### config.mk
export PLATFORM = sky130hd
export DESIGN_NAME = urm_top
export DESIGN_NICKNAME = d
export VERILOG_FILES = /design/src/logic/urm_pkg.sv /design/src/logic/urm_fifo.sv /design/src/logic/urm_serdes.sv /design/src/logic/urm_top.sv
export SDC_FILE = /design/constraint.sdc
export NUM_CORES = 1
export LEC_CHECK = 0
export BUFFER_PORTS_ARGS = -buffer_cell sky130_fd_sc_hd__clkbuf_2
export CAP_MARGIN = 10
export CORE_MARGIN = 1.5
export CORE_UTILIZATION = 30
export DETAILED_ROUTE_END_ITERATION = 6
export PLACE_DENSITY_LB_ADDON = 0.25
export SETUP_SLACK_MARGIN = 0.4
export SYNTH_ARGS = -nofsm -noshare
export SYNTH_HDL_FRONTEND = slang
export SYNTH_HIERARCHICAL = 1
export SYNTH_SLANG_ARGS = --single-unit
### constraint.sdc
create_clock -name CLK_SYS -period 3.8 [get_ports CLK_SYS]
set_input_delay 0.38 -clock CLK_SYS [delete_from_list [all_inputs] [get_ports CLK_SYS]]
set_output_delay 0.38 -clock CLK_SYS [all_outputs]
set_load 0.005 [all_outputs]
### src/logic/urm_pkg.sv
// Package with register map, reset values and carrier types of the serial port
//
// Operation
// - Line control bit 7 selects divisor bytes instead of data and enable regs.
// - Block sits at base 0x4000_8000; unassigned offsets are reserved.
// - With select low, reading offset zero pops oldest receive FIFO character.
// - With select low, writing offset zero pushes character into transmit FIFO.
// - With select high, offsets zero and four hold divisor bytes, reset 0x01, 0.
// - With select low, offset four is interrupt enable, seven bits, reset zero.
// - Offset eight reads interrupt identification (0x01), writes FIFO control.
// - First received bit lands in bit 0; short characters zero-padded above.
// - Transmitter sends each character least significant bit first.
// - Parity, framing and break flags describe the receive FIFO head character.
// - Receive path read-only, transmit path write-only, never crossing.
// - Read-only line status at 0x014, reset 0x60.
// - Transmit enable at 0x030, reset 0x80, halts the transmitter.
// - Fractional divider at 0x028, reset 0x10, stored only; the baud divider does not use it.
// - Oversampling register at 0x02C, reset 0xF0, sets samples per bit.
// - Eight-bit scratch register at 0x01C, reset zero, no effect.
// - Reset values apply only to implemented bits.
// - Receive and transmit FIFOs hold sixteen characters each.
// - Divisor bytes form a 16-bit divisor; zero acts as one.
`default_nettype none
package urm_pkg;
  localparam logic [31:0] BASE_ADDR = 32'h4000_8000;
  localparam logic [7:0] OFF_DATA = 8'h00;
  localparam logic [7:0] OFF_IEN = 8'h04;
  localparam logic [7:0] OFF_IID = 8'h08;
  localparam logic [7:0] OFF_LCTL = 8'h0c;
  localparam logic [7:0] OFF_MCTL = 8'h10;
  localparam logic [7:0] OFF_LSTAT = 8'h14;
  localparam logic [7:0] OFF_MSTAT = 8'h18;
  localparam logic [7:0] OFF_SCR = 8'h1c;
  localparam logic [7:0] OFF_ABD = 8'h20;
  localparam logic [7:0] OFF_IRD = 8'h24;
  localparam logic [7:0] OFF_FRAC = 8'h28;
  localparam logic [7:0] OFF_OVS = 8'h2c;
  localparam logic [7:0] OFF_TXEN = 8'h30;
  localparam logic [7:0] OFF_HDX = 8'h40;
  localparam logic [7:0] OFF_SCI = 8'h48;
  localparam logic [7:0] OFF_MDC = 8'h4c;
  localparam logic [7:0] OFF_MDA = 8'h50;
  localparam logic [7:0] OFF_MDD = 8'h54;
  localparam logic [7:0] OFF_SYNC = 8'h58;
  localparam int DIV_SEL_BIT = 7;
  localparam int TXEN_BIT = 7;
  localparam logic [7:0] RST_DIV_LO = 8'h01;
  localparam logic [7:0] RST_DIV_HI = 8'h00;
  localparam logic [7:0] RST_IID = 8'h01;
  localparam logic [7:0] RST_LSTAT = 8'h60;
  localparam logic [7:0] RST_FRAC = 8'h10;
  localparam logic [7:0] RST_OVS = 8'hf0;
  localparam logic [7:0] RST_TXEN = 8'h80;
  localparam int FIFO_DEPTH = 16;
  localparam logic [1:0] RESP_OKAY = 2'b00;
  localparam logic [1:0] RESP_SLVERR = 2'b10;
  // Received character with its line error flags
  typedef struct packed {
    logic break_indication_flag;
    logic framing_error_flag;
    logic parity_error_flag;
    logic [7:0] data;
  } urm_rx_char_t;
  // Line format from line control
  typedef struct packed {
    logic [1:0] word_len;
    logic two_stop;
    logic parity_en;
    logic parity_even;
  } urm_fmt_t;
endpackage
`default_nettype wire

### src/logic/urm_fifo.sv
// Sixteen-entry flip-flop FIFO for serial characters
`timescale 1ns/10ps
`default_nettype none
module urm_fifo #(
  parameter int WIDTH = 11,
  parameter int DEPTH = 16
) (
  input wire logic clk,
  input wire logic nrst,
  input wire logic flush,
  input wire logic push,
  input wire logic [WIDTH-1:0] push_data,
  input wire logic pop,
  output logic [WIDTH-1:0] head,
  output logic empty,
  output logic full,
  output logic [$clog2(DEPTH):0] level
);
  localparam int AW = $clog2(DEPTH);
  logic [WIDTH-1:0] mem_reg [DEPTH];
  logic [AW-1:0] wr_reg;
  logic [AW-1:0] rd_reg;
  logic [AW:0] cnt_reg;
  logic do_push;
  logic do_pop;

  assign do_push = push && !full;
  assign do_pop = pop && !empty;
  assign empty = (cnt_reg == '0);
  assign full = (cnt_reg == (AW+1)'(DEPTH));
  assign head = mem_reg[rd_reg];
  assign level = cnt_reg;

  always_ff @(posedge clk) begin
    if (do_push) begin
      mem_reg[wr_reg] <= push_data;
    end
  end

  always_ff @(posedge clk or negedge nrst) begin
    if (!nrst) begin
      wr_reg <= '0;
      rd_reg <= '0;
      cnt_reg <= '0;
    end else if (flush) begin
      wr_reg <= '0;
      rd_reg <= '0;
      cnt_reg <= '0;
    end else begin
      if (do_push) begin
        wr_reg <= wr_reg + 1'b1;
      end
      if (do_pop) begin
        rd_reg <= rd_reg + 1'b1;
      end
      cnt_reg <= cnt_reg + (AW+1)'(do_push) - (AW+1)'(do_pop);
    end
  end
endmodule
`default_nettype wire

### src/logic/urm_serdes.sv
// Bit-rate serialiser and deserialiser for one character stream
`timescale 1ns/10ps
`default_nettype none
module urm_serdes (
  input wire logic clk,
  input wire logic nrst,
  input wire logic [15:0] divisor,
  input wire logic [3:0] ovs,
  input wire urm_pkg::urm_fmt_t fmt,
  input wire logic tx_go,
  input wire logic [7:0] tx_data,
  output logic tx_busy,
  output logic txd,
  input wire logic rxd_sync,
  output logic rx_valid,
  output urm_pkg::urm_rx_char_t rx_char
);
  logic [15:0] pre_reg;
  logic [3:0] smp_reg;
  logic tick;
  logic [10:0] tsh_reg;
  logic [3:0] tbits_reg;
  logic [3:0] rsmp_reg;
  logic [3:0] rbits_reg;
  logic [9:0] rsh_reg;
  logic rbusy_reg;
  logic [3:0] nbits;
  logic par;
  logic bit_edge;
  logic [7:0] tmask;
  logic [10:0] tframe;

  // Data bits plus optional parity
  assign nbits = 4'(5 + fmt.word_len) + 4'(fmt.parity_en);
  // Zero divisor acts as one
  assign tick = (pre_reg == 16'h0000);

  always_ff @(posedge clk or negedge nrst) begin
    if (!nrst) begin
      pre_reg <= '0;
    end else if (tick) begin
      pre_reg <= (divisor == 16'h0000) ? 16'h0000 : divisor - 16'h0001;
    end else begin
      pre_reg <= pre_reg - 16'h0001;
    end
  end

  // Oversampling count per bit
  always_ff @(posedge clk or negedge nrst) begin
    if (!nrst) begin
      smp_reg <= '0;
    end else if (tick) begin
      smp_reg <= (smp_reg == ovs) ? 4'h0 : smp_reg + 4'h1;
    end
  end

  assign bit_edge = tick && (smp_reg == ovs);
  assign tmask = 8'hff >> (3 - fmt.word_len);

  // Start, masked data, parity or stop, then stop ones
  always_comb begin
    par = ^(tx_data & tmask);
    par = fmt.parity_even ? par : !par;
    tframe = (11'h7ff << (nbits + 4'h1)) | {2'b00, tx_data & tmask, 1'b0};
    tframe[4'(5 + fmt.word_len) + 4'h1] = fmt.parity_en ? par : 1'b1;
  end

  // Transmit shift, LSB first
  always_ff @(posedge clk or negedge nrst) begin
    if (!nrst) begin
      tsh_reg <= '1;
      tbits_reg <= '0;
      txd <= 1'b1;
    end else if (tbits_reg == 4'h0) begin
      txd <= 1'b1;
      if (tx_go) begin
        // Start bit waits for the next bit boundary, full length
        tsh_reg <= tframe;
        tbits_reg <= nbits + 4'h2 + 4'(fmt.two_stop);
      end
    end else if (bit_edge) begin
      txd <= tsh_reg[0];
      tsh_reg <= {1'b1, tsh_reg[10:1]};
      tbits_reg <= tbits_reg - 4'h1;
    end
  end
  assign tx_busy = (tbits_reg != 4'h0);

  // Receive: sample at mid bit
  always_ff @(posedge clk or negedge nrst) begin
    if (!nrst) begin
      rbusy_reg <= 1'b0;
      rsmp_reg <= '0;
      rbits_reg <= '0;
      rsh_reg <= '0;
      rx_valid <= 1'b0;
      rx_char <= '0;
    end else begin
      rx_valid <= 1'b0;
      if (!rbusy_reg) begin
        if (!rxd_sync) begin
          rbusy_reg <= 1'b1;
          rsmp_reg <= '0;
          rbits_reg <= '0;
          rsh_reg <= '0;
        end
      end else if (tick) begin
        rsmp_reg <= (rsmp_reg == ovs) ? 4'h0 : rsmp_reg + 4'h1;
        if (rsmp_reg == {1'b0, ovs[3:1]}) begin
          rbits_reg <= rbits_reg + 4'h1;
          if (rbits_reg == 4'h0 && rxd_sync) begin
            // Line high at mid start: glitch, not a start bit
            rbusy_reg <= 1'b0;
          end else if (rbits_reg == nbits + 4'h1) begin
            rbusy_reg <= 1'b0;
            rx_valid <= 1'b1;
            // First bit in bit 0, unused MSBs zero
            rx_char.data <= 8'(rsh_reg >> (10 - nbits)) &
                            (8'hff >> (3 - fmt.word_len));
            rx_char.parity_error_flag <= fmt.parity_en &&
              ((^(rsh_reg >> (10 - nbits))) != !fmt.parity_even);
            rx_char.framing_error_flag <= !rxd_sync;
            rx_char.break_indication_flag <= !rxd_sync && rsh_reg == '0;
          end else if (rbits_reg != 4'h0) begin
            rsh_reg <= {rxd_sync, rsh_reg[9:1]};
          end
        end
      end
    end
  end
endmodule
`default_nettype wire

### src/logic/urm_top.sv
// Serial port register front end with AXI4-Lite slave and FIFOs
//
// Chosen here: the AXI4-Lite register port.
`timescale 1ns/10ps
`default_nettype none
module urm_top #(
  parameter int FIFO_DEPTH = urm_pkg::FIFO_DEPTH,
  parameter logic [31:0] BASE = urm_pkg::BASE_ADDR
) (
  input wire logic CLK_SYS,
  input wire logic NRST,
  input wire logic [31:0] AWADDR,
  input wire logic AWVALID,
  output logic AWREADY,
  input wire logic [31:0] WDATA,
  input wire logic [3:0] WSTRB,
  input wire logic WVALID,
  output logic WREADY,
  output logic [1:0] BRESP,
  output logic BVALID,
  input wire logic BREADY,
  input wire logic [31:0] ARADDR,
  input wire logic ARVALID,
  output logic ARREADY,
  output logic [31:0] RDATA,
  output logic [1:0] RRESP,
  output logic RVALID,
  input wire logic RREADY,
  input wire logic RXD,
  output logic TXD
);
  // ----------------------------------------------------------------
  // Registers
  // ----------------------------------------------------------------
  logic [7:0] lctl_reg;
  logic [7:0] div_lo_reg;
  logic [7:0] div_hi_reg;
  logic [6:0] ien_reg;
  logic [7:0] mctl_reg;
  logic [7:0] scr_reg;
  logic [7:0] abd_reg;
  logic [7:0] ird_reg;
  logic [7:0] frac_reg;
  logic [7:0] ovs_reg;
  logic [7:0] txen_reg;
  logic [7:0] hdx_reg;
  logic [7:0] sci_reg;
  logic [7:0] mdc_reg;
  logic [7:0] mda_reg;
  logic [7:0] mdd_reg;
  logic [7:0] sync_reg;
  logic overrun_reg;
  logic [1:0] rxd_meta_reg;
  logic [31:0] awaddr_reg;
  logic aw_held_reg;
  logic [31:0] wdata_reg;
  logic [3:0] wstrb_reg;
  logic w_held_reg;
  logic wr_fire;
  logic wr_hit;
  logic [7:0] wr_off;
  logic [7:0] wbyte;
  logic rd_hit;
  logic [7:0] rd_off;
  logic [7:0] rd_val;
  logic rd_mapped;
  logic div_sel;
  logic rx_pop;
  logic tx_push;
  logic fifo_flush_rx;
  logic fifo_flush_tx;
  urm_pkg::urm_rx_char_t rx_head;
  urm_pkg::urm_rx_char_t rx_new;
  logic rx_new_valid;
  logic rx_empty;
  logic rx_full;
  logic [7:0] tx_head;
  logic tx_empty;
  logic tx_full;
  logic tx_busy;
  logic tx_go;
  logic [7:0] lstat;
  logic [7:0] iid;
  urm_pkg::urm_fmt_t fmt;

  assign div_sel = lctl_reg[urm_pkg::DIV_SEL_BIT];
  assign fmt = '{word_len: lctl_reg[1:0], two_stop: lctl_reg[2],
                 parity_en: lctl_reg[3], parity_even: lctl_reg[4]};

  // ----------------------------------------------------------------
  // Pin synchroniser
  // ----------------------------------------------------------------
  always_ff @(posedge CLK_SYS or negedge NRST) begin
    if (!NRST) begin
      rxd_meta_reg <= 2'b11;
    end else begin
      rxd_meta_reg <= {rxd_meta_reg[0], RXD};
    end
  end

  // ----------------------------------------------------------------
  // Write channel: address and data in either order
  // ----------------------------------------------------------------
  assign wr_fire = aw_held_reg && w_held_reg && !BVALID;
  assign wr_off = awaddr_reg[7:0];
  assign wr_hit = (awaddr_reg[31:8] == BASE[31:8]);
  assign wbyte = wdata_reg[7:0];

  always_ff @(posedge CLK_SYS or negedge NRST) begin
    if (!NRST) begin
      aw_held_reg <= 1'b0;
      w_held_reg <= 1'b0;
      awaddr_reg <= '0;
      wdata_reg <= '0;
      wstrb_reg <= '0;
      AWREADY <= 1'b0;
      WREADY <= 1'b0;
    end else begin
      AWREADY <= !aw_held_reg && !AWREADY && !BVALID;
      WREADY <= !w_held_reg && !WREADY && !BVALID;
      if (AWVALID && AWREADY) begin
        aw_held_reg <= 1'b1;
        awaddr_reg <= AWADDR;
      end
      if (WVALID && WREADY) begin
        w_held_reg <= 1'b1;
        wdata_reg <= WDATA;
        wstrb_reg <= WSTRB;
      end
      if (wr_fire) begin
        aw_held_reg <= 1'b0;
        w_held_reg <= 1'b0;
      end
    end
  end

  always_ff @(posedge CLK_SYS or negedge NRST) begin
    if (!NRST) begin
      BVALID <= 1'b0;
      BRESP <= urm_pkg::RESP_OKAY;
    end else if (wr_fire) begin
      BVALID <= 1'b1;
      BRESP <= wr_hit ? urm_pkg::RESP_OKAY : urm_pkg::RESP_SLVERR;
    end else if (BREADY) begin
      BVALID <= 1'b0;
    end
  end

  // ----------------------------------------------------------------
  // Register writes (low byte lane only)
  // ----------------------------------------------------------------
  always_ff @(posedge CLK_SYS or negedge NRST) begin
    if (!NRST) begin
      lctl_reg <= '0;
      div_lo_reg <= urm_pkg::RST_DIV_LO;
      div_hi_reg <= urm_pkg::RST_DIV_HI;
      ien_reg <= '0;
      mctl_reg <= '0;
      scr_reg <= '0;
      abd_reg <= '0;
      ird_reg <= '0;
      frac_reg <= urm_pkg::RST_FRAC;
      ovs_reg <= urm_pkg::RST_OVS;
      txen_reg <= urm_pkg::RST_TXEN;
      hdx_reg <= '0;
      sci_reg <= '0;
      mdc_reg <= '0;
      mda_reg <= '0;
      mdd_reg <= '0;
      sync_reg <= '0;
    end else if (wr_fire && wr_hit && wstrb_reg[0]) begin
      case (wr_off)
        urm_pkg::OFF_DATA: begin
          if (div_sel) begin
            div_lo_reg <= wbyte;
          end
        end
        urm_pkg::OFF_IEN: begin
          if (div_sel) begin
            div_hi_reg <= wbyte;
          end else begin
            ien_reg <= wbyte[6:0];
          end
        end
        urm_pkg::OFF_LCTL: lctl_reg <= wbyte;
        urm_pkg::OFF_MCTL: mctl_reg <= wbyte;
        urm_pkg::OFF_SCR: scr_reg <= wbyte;
        urm_pkg::OFF_ABD: abd_reg <= wbyte;
        urm_pkg::OFF_IRD: ird_reg <= wbyte;
        urm_pkg::OFF_FRAC: frac_reg <= wbyte;
        urm_pkg::OFF_OVS: ovs_reg <= wbyte;
        urm_pkg::OFF_TXEN: txen_reg <= wbyte & urm_pkg::RST_TXEN;
        urm_pkg::OFF_HDX: hdx_reg <= wbyte;
        urm_pkg::OFF_SCI: sci_reg <= wbyte;
        urm_pkg::OFF_MDC: mdc_reg <= wbyte;
        urm_pkg::OFF_MDA: mda_reg <= wbyte;
        urm_pkg::OFF_MDD: mdd_reg <= wbyte;
        urm_pkg::OFF_SYNC: sync_reg <= wbyte;
        default: ;
      endcase
    end
  end

  // Transmit push and FIFO control flushes
  assign tx_push = wr_fire && wr_hit && wstrb_reg[0] &&
                   wr_off == urm_pkg::OFF_DATA && !div_sel;
  assign fifo_flush_rx = wr_fire && wr_hit && wstrb_reg[0] &&
                         wr_off == urm_pkg::OFF_IID && wbyte[1];
  assign fifo_flush_tx = wr_fire && wr_hit && wstrb_reg[0] &&
                         wr_off == urm_pkg::OFF_IID && wbyte[2];

  // ----------------------------------------------------------------
  // Read channel
  // ----------------------------------------------------------------
  assign rd_off = ARADDR[7:0];
  assign rd_hit = (ARADDR[31:8] == BASE[31:8]);
  // Head pop only on a mapped data read with select low
  assign rx_pop = ARVALID && ARREADY && rd_hit &&
                  rd_off == urm_pkg::OFF_DATA && !div_sel;

  assign lstat = {!rx_empty && (rx_head.parity_error_flag ||
                  rx_head.framing_error_flag ||
                  rx_head.break_indication_flag),
                  tx_empty && !tx_busy, tx_empty,
                  rx_head.break_indication_flag && !rx_empty,
                  rx_head.framing_error_flag && !rx_empty,
                  rx_head.parity_error_flag && !rx_empty,
                  overrun_reg, !rx_empty};
  assign iid = (ien_reg[0] && !rx_empty) ? 8'h04 :
               (ien_reg[1] && tx_empty) ? 8'h02 : urm_pkg::RST_IID;

  always_comb begin
    rd_val = 8'h00;
    rd_mapped = 1'b1;
    case (rd_off)
      // Never returns transmit data
      urm_pkg::OFF_DATA: rd_val = div_sel ? div_lo_reg :
        (rx_empty ? 8'h00 : rx_head.data);
      urm_pkg::OFF_IEN: rd_val = div_sel ? div_hi_reg : {1'b0, ien_reg};
      urm_pkg::OFF_IID: rd_val = iid;
      urm_pkg::OFF_LCTL: rd_val = lctl_reg;
      urm_pkg::OFF_MCTL: rd_val = mctl_reg;
      urm_pkg::OFF_LSTAT: rd_val = lstat;
      urm_pkg::OFF_MSTAT: rd_val = 8'h00;
      urm_pkg::OFF_SCR: rd_val = scr_reg;
      urm_pkg::OFF_ABD: rd_val = abd_reg;
      urm_pkg::OFF_IRD: rd_val = ird_reg;
      urm_pkg::OFF_FRAC: rd_val = frac_reg;
      urm_pkg::OFF_OVS: rd_val = ovs_reg;
      urm_pkg::OFF_TXEN: rd_val = txen_reg;
      urm_pkg::OFF_HDX: rd_val = hdx_reg;
      urm_pkg::OFF_SCI: rd_val = sci_reg;
      urm_pkg::OFF_MDC: rd_val = mdc_reg;
      urm_pkg::OFF_MDA: rd_val = mda_reg;
      urm_pkg::OFF_MDD: rd_val = mdd_reg;
      urm_pkg::OFF_SYNC: rd_val = sync_reg;
      default: rd_mapped = 1'b0;
    endcase
  end

  always_ff @(posedge CLK_SYS or negedge NRST) begin
    if (!NRST) begin
      ARREADY <= 1'b0;
      RVALID <= 1'b0;
      RDATA <= '0;
      RRESP <= urm_pkg::RESP_OKAY;
    end else begin
      ARREADY <= !ARREADY && !RVALID && ARVALID;
      if (ARVALID && ARREADY) begin
        RVALID <= 1'b1;
        RDATA <= (rd_hit && rd_mapped) ? {24'h000000, rd_val} : 32'h0;
        RRESP <= (rd_hit && rd_mapped) ? urm_pkg::RESP_OKAY :
                 urm_pkg::RESP_SLVERR;
      end else if (RREADY) begin
        RVALID <= 1'b0;
      end
    end
  end

  // ----------------------------------------------------------------
  // FIFOs and serial engine
  // ----------------------------------------------------------------
  urm_fifo #(.WIDTH(11), .DEPTH(FIFO_DEPTH)) u_rx_fifo (
    .clk(CLK_SYS), .nrst(NRST), .flush(fifo_flush_rx),
    .push(rx_new_valid), .push_data(rx_new), .pop(rx_pop),
    .head(rx_head), .empty(rx_empty), .full(rx_full), .level());

  urm_fifo #(.WIDTH(8), .DEPTH(FIFO_DEPTH)) u_tx_fifo (
    .clk(CLK_SYS), .nrst(NRST), .flush(fifo_flush_tx),
    .push(tx_push), .push_data(wbyte), .pop(tx_go),
    .head(tx_head), .empty(tx_empty), .full(tx_full), .level());

  // Transmit enable halts new characters
  assign tx_go = !tx_empty && !tx_busy && txen_reg[urm_pkg::TXEN_BIT];

  // Overrun: set wins over clear by line status read
  always_ff @(posedge CLK_SYS or negedge NRST) begin
    if (!NRST) begin
      overrun_reg <= 1'b0;
    end else if (rx_new_valid && rx_full) begin
      overrun_reg <= 1'b1;
    end else if (ARVALID && ARREADY && rd_hit &&
                 rd_off == urm_pkg::OFF_LSTAT) begin
      overrun_reg <= 1'b0;
    end
  end

  urm_serdes u_serdes (
    .clk(CLK_SYS), .nrst(NRST),
    .divisor({div_hi_reg, div_lo_reg}),
    .ovs(ovs_reg[7:4]), .fmt(fmt),
    .tx_go(tx_go), .tx_data(tx_head), .tx_busy(tx_busy), .txd(TXD),
    .rxd_sync(rxd_meta_reg[1]), .rx_valid(rx_new_valid), .rx_char(rx_new));
endmodule
`default_nettype wire
## Word level (Yosys, flattened, before mapping)

Memories as Yosys holds them, arrays and structs flattened.
Cells that the tools add are included.

| cells by class | value |
|---|---|
| add/sub/neg operators | 22 |
| multipliers | 0 |
| div/mod/pow operators | 0 |
| order comparisons | 2 |
| equal/unequal tests | 50 |
| shift operators | 3 |
| multiplexer cells | 75 |
| bitwise operators | 5 |
| reductions and logical operators | 106 |

Operators by type and width:

| kind | count |
|---|---|
| $pmux 8 s18 | 1 |
| $eq 8x7->1 const B | 12 |
| $eq 8x6->1 const B | 10 |
| $mux 4 | 19 |
| $mux 10 | 7 |
| $eq 24x23->1 const B | 2 |
| $eq 8x5->1 const B | 6 |
| $logic_and 1x1->1 | 42 |
| $add 4x1->4 const B | 9 |
| $mux 11 | 3 |
| $eq 8x4->1 const B | 4 |
| $logic_not 16->1 | 2 |
| $mux 16 | 2 |
| $mux 8 | 4 |
| $reduce_and 2->1 | 16 |
| $shr 10x32->10 | 1 |
| $shr 8x32->8 const A | 1 |
| $sub 16x1->16 const B | 2 |
| $mux 1 | 31 |
| $reduce_bool 2->1 | 10 |
| $reduce_or 19->1 | 1 |
| $and 8x8->8 | 2 |
| $eq 8x3->1 const B | 2 |
| $logic_not 1->1 | 16 |
| 35 further kinds | 58 |

| storage, ports and cells | value |
|---|---|
| register bits after elaboration | 308 |
| bits in latches | 0 |
| RAM bits | 304 |
| ROM bits | 0 |
| input port bits | 108 |
| output and inout bits | 42 |
| memories kept | 2 |

Memories:

| memory | depth | bits a word | read ports | clocked after memory_dff | wr ports | RTL line | RTL |
|---|---|---|---|---|---|---|---|
| u_rx_fifo.mem_reg | 16 | 11 | 1 | 0 | 1 | urm_fifo.sv:20 | `logic [WIDTH-1:0] mem_reg [DEPTH];` |
| u_tx_fifo.mem_reg | 16 | 8 | 1 | 0 | 1 | urm_fifo.sv:20 |  |

## Logic depth before layout (Yosys ltp)

Gate-level depths: netlist of the first run.

| logic depth | value |
|---|---|
| depth after elaboration | 10 |
| depth in mapped cells | 18 |
| gate-level depth less buffers | 17 |

## Hierarchy

The synthesis of the first run kept the hierarchy.

Modules (own cells, without submodules):

| module | instances | cells an instance | area an instance (µm²) | seq. area each (µm²) |
|---|---|---|---|---|
| urm_top | 1 | 756 | 9236.4 | 4740.8 |
| urm_fifo at u_rx_fifo | 1 | 424 | 7810.0 | 5610.4 |
| urm_fifo at u_tx_fifo | 1 | 337 | 5846.9 | 4169.0 |
| urm_serdes | 1 | 542 | 4705.8 | 1691.6 |

## Worst setup path after synthesis of the first run

Ideal clock, no wire load.

| timing | value |
|---|---|
| path type | register -> register |
| from | register awaddr_reg[20] |
| to | register u_tx_fifo.cnt_reg[4], in the netlist u_tx_fifo/level[4] |
| library setup time | 122 ps |
| data arrival time | 3841 ps |
| data required time | 3678 ps |
| path slack | -164 ps |
| stages on the path, launching flop included | 15 |
| clock period less this slack | 3964 ps |
| path through | dfrtp_1 -> or4_1 -> or3_2 -> or3_1 -> nor4_1 -> nand2_1 -> ha_1 -> inv_1 -> ha_1 -> inv_1 -> fa_1 -> nor2b_1 -> o21bai_1 -> a21oi_1 -> nor3b_1 |

| on the way | value |
|---|---|
| longest elaborated chain between the ends | 9 |
| elaborated cells between the ends (all ways) | 11 |
| those cells by class | add/sub: 2; eq/ne: 1; mux: 1; reduce/logical: 7 |

Ends and longest elaborated chain:

| what | RTL line | RTL |
|---|---|---|
| start: declaration | urm_top.sv:54 | `logic [31:0] awaddr_reg;` |
| start signal: assignment | urm_top.sv:113 | `awaddr_reg <= '0;` |
| start signal: assignment | urm_top.sv:123 | `awaddr_reg <= AWADDR;` |
| $eq 24x23->1 | urm_top.sv:106 | `assign wr_hit = (awaddr_reg[31:8] == BASE[31:8]);` |
| $logic_and 1x1->1 (3 in series) | urm_top.sv:205 | `assign tx_push = wr_fire && wr_hit && wstrb_reg[0] &&` |
| $logic_and 1x1->1 | urm_top.sv:206 | `wr_off == urm_pkg::OFF_DATA && !div_sel;` |
| named net tx_push | urm_top.sv:69 | `logic tx_push;` |
| $logic_and 1x1->1 | urm_fifo.sv:27 | `assign do_push = push && !full;` |
| $add 5x1->5 | urm_fifo.sv:56 | `cnt_reg <= cnt_reg + (AW+1)'(do_push) - (AW+1)'(do_pop);` |
| $sub 5x1->5 | urm_fifo.sv:56 |  |
| $mux 5 | urm_fifo.sv:45 | `end else if (flush) begin` |
| end signal: assignment | urm_fifo.sv:56 |  |
| end: declaration | urm_fifo.sv:23 | `logic [AW:0] cnt_reg;` |

The timed path passes the listed nets, and every way through them passes these cells.
A chain may end at the register's enable or synchronous reset.

## Worst setup path after layout of the first run

| timing | value |
|---|---|
| from | register awaddr_reg[28] |
| to | register u_tx_fifo.cnt_reg[4], in the netlist u_tx_fifo/level[4] |

Same word-level chain as after synthesis.

==> run metrics, run 1 <==
WL/cell 20.6 µm; highest routed layer met5; vias in the first global route 18200; minimum clock period 3.41 ns; GR Util All Layers 15.3%; largest net degree at the start of global routing 97; Max Slew Vio Count 0; CP Data Required Time 4.24 ns; DR pass1 iterations 5; core area 91400 µm²; worst reg-to-reg setup slack 0.39 ns; type of the worst min-delay path in -> reg; Die Span Y 306 µm; FP Rows 111; first-pass GRT wire length 111 mm; yosys warns 6; Leakage 12.8 nW; Finish-stage setup viols 0; Setup Skew 0.0266 ns; Met3 Routed Length 3.36 mm; drt total wl 72.1 mm; routability cong. 0.901; I/O Buffers 96; Final ANT Viol Nets 0; io pins 150; Critical Path End Type flip-flop; CTS root buf clkbuf_16; outcome finished clean; flip-flop count of the largest register after layout 176; vias per cell 5.05; clock latency on the worst-skew pair 0.59 ns; Nets 2424; Mean Syn Cell Area 13.4 µm²; Hold Fails Final Rpt 0; die area 93800 µm²; commonest non-fill, non-tap cells in the layout 304 x edfxtp_1, 256 x dfrtp_1, 186 x mux2_2; Max Cap Viol 0; Initial Util 30.2%; # fillers 8824; Post-DP Area 29700 µm²; clock sinks 586; Min-Delay Endpoint awaddr_reg[31]; Worst EP arrival 3.85 ns; critical path type reg -> reg; share of layout cells above drive strength 1 28.8%; WL met1 32.5 mm; Peak VDD IR 348 µV; R2R depth 14; PwrDens 511 nW/µm²; DRC Markers 0; clock transition at the registers of the reported paths 0.06 ns; Max Freq 0.294 GHz; total chip power 16.7 mW; Reg-to-Reg Start awaddr_reg[28]; RR Endpoint u_tx_fifo/level[4]; Hold Slack 0.0228 ns; CTS tree done; largest fanout on the critical path 2; area delta synth->final 18.3%; RSZ-0062 raised after global routing yes; Hold Crit Start AWADDR[31]; Post-DP HPWL 48.7 mm; H-tree depth 3; Starting DRT DRC Count 1001; initial antenna violation count 1; via count 17700; Max clock buf depth 3; setup tns final 0 ns; Post-Syn Area 27600 µm²; hold-critical path depth 2; metal2 WL 34.5 mm; most common cell after layout, fill and taps aside edfxtp_1; fin area 32700 µm²; gr ovfl total 0; actual slew at the worst max-slew pin 1.17 ns; cells after synthesis 2058; relative slew slack 21.2%; CTS Buf Count 66; die outline width 306 µm; startpoint types flip-flop; fin crit share 89.6%
per-stage QoR:
step                setup slack (ns)  util, %  cells
floorplan                      0.380        -   2083
global placement               0.241     32.5   3327
detailed placement             0.173     32.5   3327
CTS                            0.228     35.4   3487
global route                   0.316     35.7   3506
finish                         0.394     35.7   3507
final cells by class:
class	count	area, µm²	area share (%)
clock buffers	96	1920	5.88
multi-input cells	1299	10700	32.8
diodes	1	2.50	0.00766
flip-flops and latches	586	16200	49.7
inverters	62	236	0.724
well taps	1186	1480	4.54
clock inverters	20	209	0.640
repair buffers	257	1880	5.76
worst max-delay path: stages (launching register included):
cell and delay [ns]:
dfrtp_1 0.38, or4_4 0.54, or3_4 0.37, or3_4 0.39
nor4_4 0.24, nand2_2 0.12, ha_4 0.22, inv_2 0.06
ha_4 0.12, inv_2 0.03, fa_2 0.35, nor2b_4 0.14
o21bai_2 0.08, a21oi_2 0.14, nor3b_2 0.06
power by group:
group | switching, mW | total, mW | internal (mW)
clock network | 2.51 | 6.28 | 3.77
logic | 1.23 | 2.14 | 0.906
registers | 0.785 | 8.26 | 7.47
total | 4.53 | 16.7 | 12.2
per-layer routing:
layer | vias to the layer above | global-route usage (%)
met2 | 407 | 25.2
met4 | 2 | 4.87
li1 | 8151 | -
met3 | 100 | 2.69
met5 | - | 0
met1 | 9063 | 20.4
timing repair:
action,in CTS,in global routing
setup endpoints to repair,51,94
gates resized for setup,15,34
cloned,0,1
pin swaps,14,10
setup buffers,5,18
hold endpoints to repair,111,0
hold buffers,39,0
worst max-delay path by stage:
stage	startpoint	to	slack, ns	cells past startpoint
CTS	awaddr_reg[28]	u_tx_fifo/level[4]	0.23	14
global route	awaddr_reg[27]	u_tx_fifo/level[4]	0.32	14
detailed placement	ARVALID	u_rx_fifo/level[4]	0.17	17
finish	awaddr_reg[28]	u_tx_fifo/level[4]	0.39	14
floorplan	awaddr_reg[24]	u_tx_fifo/level[4]	0.38	14
global placement	u_tx_fifo/rd_reg[1]	u_serdes/tsh_reg[3]	0.24	12
(Power assumes the default switching activity.)
==> run 2, diff against run 1 <==
CORE_UTILIZATION = 56   (was 30)
==> run 2 against run 1 <==
  * Clock skew decreased by 0.0044 ns
  * Maximum frequency decreased by 3.6%
  * Register-to-register slack got worse by 0.13 ns
  * Worst setup slack got worse by 0.13 ns
  * Worst hold slack got worse by 0.011 ns
  * Die area decreased by 46%
  * Sequential power about the same
  * Non-clock buffer count decreased by 7
  * Global-route usage increased by 13 points
  * Sequential cell count unchanged
==> run metrics, run 2 (synthesized netlist as in run 1, its figures left out) <==
outcome finished clean; Initial Util 56.6%; CTS Buf Count 60; utilization after layout 65.7%; critical path type reg -> reg; PwrDens 532 nW/µm²; initial antenna violation count 3; clock sinks 586; share of layout cells above drive strength 1 29.3%; GR Util All Layers 27.9%; io pins 150; CTS tree done; most common cell after layout, fill and taps aside edfxtp_1; die outline width 225 µm; FP Rows 81; CP Data Required Time 4.29 ns; DP Worst Slack 0.141 ns; die area 50600 µm²; flip-flop count of the largest register after layout 176; Finish-stage setup viols 0; commonest non-fill, non-tap cells in the layout 304 x edfxtp_1, 256 x dfrtp_1, 187 x mux2_2; RSZ-0062 raised after global routing yes; DRC Markers 0; # fillers 3494; vias in the first global route 18200; Final ANT Viol Nets 0; final setup margin 0.265 ns; register area 16200 µm²; area delta synth->final 16.1%; H-tree depth 2; Post-DP HPWL 46.1 mm; minimum clock period 3.53 ns; WL/cell 23.8 µm; gr ovfl total 0; Post-DP Area 29100 µm²; Leakage 12.8 nW; cell total after placement 2803; Max Slew Vio Count 0; via count 18400; Peak VDD IR 542 µV; startpoint types flip-flop; Hold Fails Final Rpt 0; Nets 2411; Max Freq 0.283 GHz; first-pass GRT wire length 107 mm; Max Cap Viol 0; routability cong. 0.934; CTS root buf clkbuf_16; largest fanout on the critical path 6; Worst EP arrival 4.02 ns; core area 48700 µm²; fin crit share 93.0%; I/O Buffers 96; type of the worst min-delay path in -> reg; Final Instance Count excl. Fillers 2975; drt total wl 70.8 mm; Setup Skew 0.0222 ns; DR pass1 iterations 6; largest net degree at the start of global routing 133; fin area 32000 µm²; Die Span Y 225 µm; multi-input logic area 10700 µm²; clock transition at the registers of the reported paths 0.07 ns; clock latency on the worst-skew pair 0.63 ns; relative slew slack 21.8%; vias per cell 6.17; Max clock buf depth 3; setup tns final 0 ns; Critical Path End Type flip-flop; actual slew at the worst max-slew pin 1.17 ns; Starting DRT DRC Count 1638
run 2: cell types whose count changed in the layout (fill, tap and decap cells not counted), moves of 3 or more:
cell,before,now
clkbuf_8,7,10
clkinvlp_4,2,7
clkinv_1,4,1
dlygate4sd3_1,39,36
clkbuf_1,19,8
bufinv_16,4,13
clkbuf_16,70,63
and2_2,9,6
nor3b_2,1,4
run 2: timing repair:
item | CTS | global route
buffers inserted | 13 | 8
cloned | 0 | 1
hold buffers | 35 | 1
pin swaps | 15 | 16
setup endpoints to repair | 46 | 111
hold endpoints to repair | 160 | 1
gates resized for setup | 16 | 30
run 2: path summary, 6_finish.rpt:
check / start / to / slack [ns] / depth (start not counted)
max: u_tx_fifo/level[2] / u_tx_fifo/level[2] / 0.27 / 17
min: AWADDR[10] / awaddr_reg[10] / 0.01 / 2
max reg2reg: u_tx_fifo/level[2] / u_tx_fifo/level[2] / 0.27 / 17
min reg2reg: rxd_meta_reg[0] / rxd_meta_reg[1] / 0.36 / 0
max in group asynchronous: NRST / rxd_meta_reg[0] / 2.24 / 3
min in group asynchronous: NRST / awaddr_reg[12] / 0.51 / 2
run 2: critical path: stages, from the launching register on:
cell     delay, ns
dfrtp_1       0.36
inv_1         0.06
ha_1          0.23
or4b_1        0.33
inv_1         0.20
nor3b_2       0.53
nand2_1       0.21
inv_1         0.16
ha_4          0.21
inv_2         0.06
ha_4          0.13
inv_2         0.04
fa_2          0.39
nor2b_4       0.15
buf_4         0.12
buf_4         0.09
buf_4         0.09
nor3_1        0.04
run 2: where the power goes:
| group | internal, mW | switching [mW] | total [mW] |
|---|---|---|---|
| combinational | 0.919 | 1.30 | 2.22 |
| clock | 4.07 | 2.53 | 6.60 |
| sequential | 7.47 | 0.762 | 8.23 |
run 2: metal layers:
metal  up-vias  track usage [%]  share of wire (%)
li1       8126                -                  -
met2       819             42.7                 46
met5         -                0              0.014
met4         2             9.53                3.1
met1      9268             39.6                 42
met3       153             6.43                8.2
run 2: cell type report:
cell class	instances	share of cell area, %
Antenna cell	1	0.00781
Multi-Input combinational cell	1299	33.4
Tap cell	664	2.59
Clock buffer	80	5.37
Inverter	62	0.738
Timing Repair Buffer	250	5.64
Clock inverter	33	1.66
Sequential cell	586	50.6
run 2: metrics by stage:
step	hold slack, ns	power [mW]
finish	0.0119	17.0
global route	0.00673	17.6
CTS	0.00164	17.0
detailed placement	0.353	10.4
global placement	0.352	10.2
floorplan	0.0844	9.41
==> run 3, diff against run 2 <==
CAP_MARGIN = not set   (was 10)
CELL_PAD_IN_SITES_DETAIL_PLACEMENT = 0   (was not set)
CELL_PAD_IN_SITES_GLOBAL_PLACEMENT = 1   (was not set)
CORE_UTILIZATION = 46   (was 56)
==> run 3 against run 2 <==
  * The flow now finishes with violations (DRC)
  * Critical path depth fell by 5
  * Clock skew fell by 0.0020 ns
  * Sequential share of layout area barely moved
  * First-iteration DRC count fell by 14%
  * Power fell by 4.3%
  * Clock power fell by 10%
  * Combinational power barely moved
  * Worst hold slack improved by 0.29 ns
  * Count of clock-buffer cells in the layout fell by 2
  * Die area rose by 21%
  * Critical path type unchanged
  * Critical endpoint is now u_serdes/rx_char[8]
  * Largest cell class unchanged
  * Largest power group unchanged
==> run metrics, run 3 (synthesized netlist as in run 1, its figures left out) <==
outcome complete, but fails checks; violated checks DRC; WL/cell 22.5 µm; Nets 2417; commonest non-fill, non-tap cells in the layout 304 x edfxtp_1, 257 x dfrtp_1, 187 x mux2_2; drt total wl 69.5 mm; type of the worst min-delay path in -> async; Hold Slack 0.298 ns; Antenna Cells 0; final setup margin 0.397 ns; initial antenna violation count 3; total chip power 16.3 mW; vias in the first global route 17800; RSZ-0062 raised after global routing yes; Die Span Y 248 µm; gr ovfl total 0; startpoint types flip-flop; CTS tree done; Post-DP HPWL 46.8 mm; core area 59100 µm²; die outline width 248 µm; area delta synth->final 16.2%; clock latency on the worst-skew pair 0.64 ns; critical path type reg -> reg; PwrDens 509 nW/µm²; Starting DRT DRC Count 1406; relative slew slack 23.2%; share of layout cells above drive strength 1 28.8%; fin crit share 89.5%; Initial Util 46.7%; Critical Path End Type flip-flop; Leakage 12.8 nW; minimum clock period 3.40 ns; clock transition at the registers of the reported paths 0.06 ns; most common cell after layout, fill and taps aside edfxtp_1; Peak VDD IR 521 µV; setup tns final 0 ns; DR pass1 iterations 7; clock sinks 586; Max Cap Viol 0; die area 61500 µm²; actual slew at the worst max-slew pin 1.14 ns; largest net degree at the start of global routing 95; Finish-stage setup viols 0; routability cong. 0.943; vias per cell 5.78; Final ANT Viol Nets 0; via count 17900; CTS Buf Count 61; CTS root buf clkbuf_16; I/O Buffers 96; largest fanout on the critical path 4; flip-flop count of the largest register after layout 176; FP Rows 89; CP Data Required Time 4.32 ns; DP Worst Slack 0.0665 ns; Max Slew Vio Count 0; GR Util All Layers 22.7%; first-pass GRT wire length 106 mm; Critical Path Start lctl_reg[0]; DRC Markers 4; Hold Fails Final Rpt 0; io pins 150; Worst EP arrival 3.93 ns; Max Freq 0.294 GHz; Max clock buf depth 3; Setup Skew 0.0202 ns; Reg-to-Reg Start lctl_reg[0]; H-tree depth 2
run 3: cell types whose count changed in the layout (fill, tap and decap cells not counted), sizes merged:
cell         before  now
clkinv           12   28
buf             118  113
inv              63   62
dlygate4sd3      36   46
clkinvlp          7    3
diode             1    0
bufinv           13    5
clkbuf          176  174
run 3: path summary, 6_finish.rpt:
path | slack [ns] | cells past startpoint | to
worst max-delay path | 0.40 | 12 | u_serdes/rx_char[8]
worst min-delay path | 0.30 | 2 | u_tx_fifo/wr_reg[1]
worst max register to register | 0.40 | 12 | u_serdes/rx_char[8]
worst min register to register | 0.37 | 0 | rxd_meta_reg[1]
max in group asynchronous | 2.42 | 3 | u_rx_fifo/rd_reg[0]
min in group CLK_SYS | 0.35 | 4 | aw_held_reg
run 3: where the power goes:
group          switching, mW  total, mW  internal [mW]
sequential             0.674       8.14           7.46
combinational           1.31       2.23          0.923
clock                   2.54       5.94           3.40
total                   4.52       16.3           11.8
run 3: critical path, cell delays in order, from the launching register on:
cell and delay (ns):
dfrtp_2 0.42, inv_2 0.08, ha_4 0.12, fa_2 0.49, buf_6 0.16, ha_4 0.30
mux2_2 0.38, a31oi_4 0.20, xor2_1 0.08, o211ai_1 0.19, xnor3_1 0.46, xnor2_2 0.15
o31ai_1 0.26
run 3: timing repair:
| action | in CTS | in global routing |
|---|---|---|
| hold buffers | 46 | 0 |
| buffers inserted | 11 | 9 |
| pin swaps | 17 | 17 |
| gates cloned | 0 | 1 |
| setup endpoints to repair | 65 | 100 |
| endpoints found under the hold margin | 97 | 0 |
| resized for setup | 18 | 44 |
run 3: area by class of cell:
cell class,count,area [µm²]
timing repair buffer,255,1900
clock inverter,36,363
inverter,62,236
tap,773,967
multi-input combinational,1299,10700
fill,4867,27100
clock buffer,78,1640
sequential,586,16200
run 3: stage by stage:
step / utilization [%] / instances / cell area (µm²)
after floorplan: - / 2083 / 27800
after global placement: 49.3 / 2908 / 29200
after detailed placement: 49.3 / 2908 / 29200
after CTS: 53.7 / 3079 / 31800
after global routing: 54.2 / 3089 / 32100
final: 54.2 / 3089 / 32100
run 3: routing by layer:
layer | track usage, % | part of all wire (%) | up-vias
met3 | 3.35 | 5.2 | 126
li1 | - | - | 8132
met1 | 33.4 | 46 | 9110
met2 | 35.1 | 46 | 480
met4 | 6.54 | 2.7 | 2
met5 | 0 | 0.014 | -
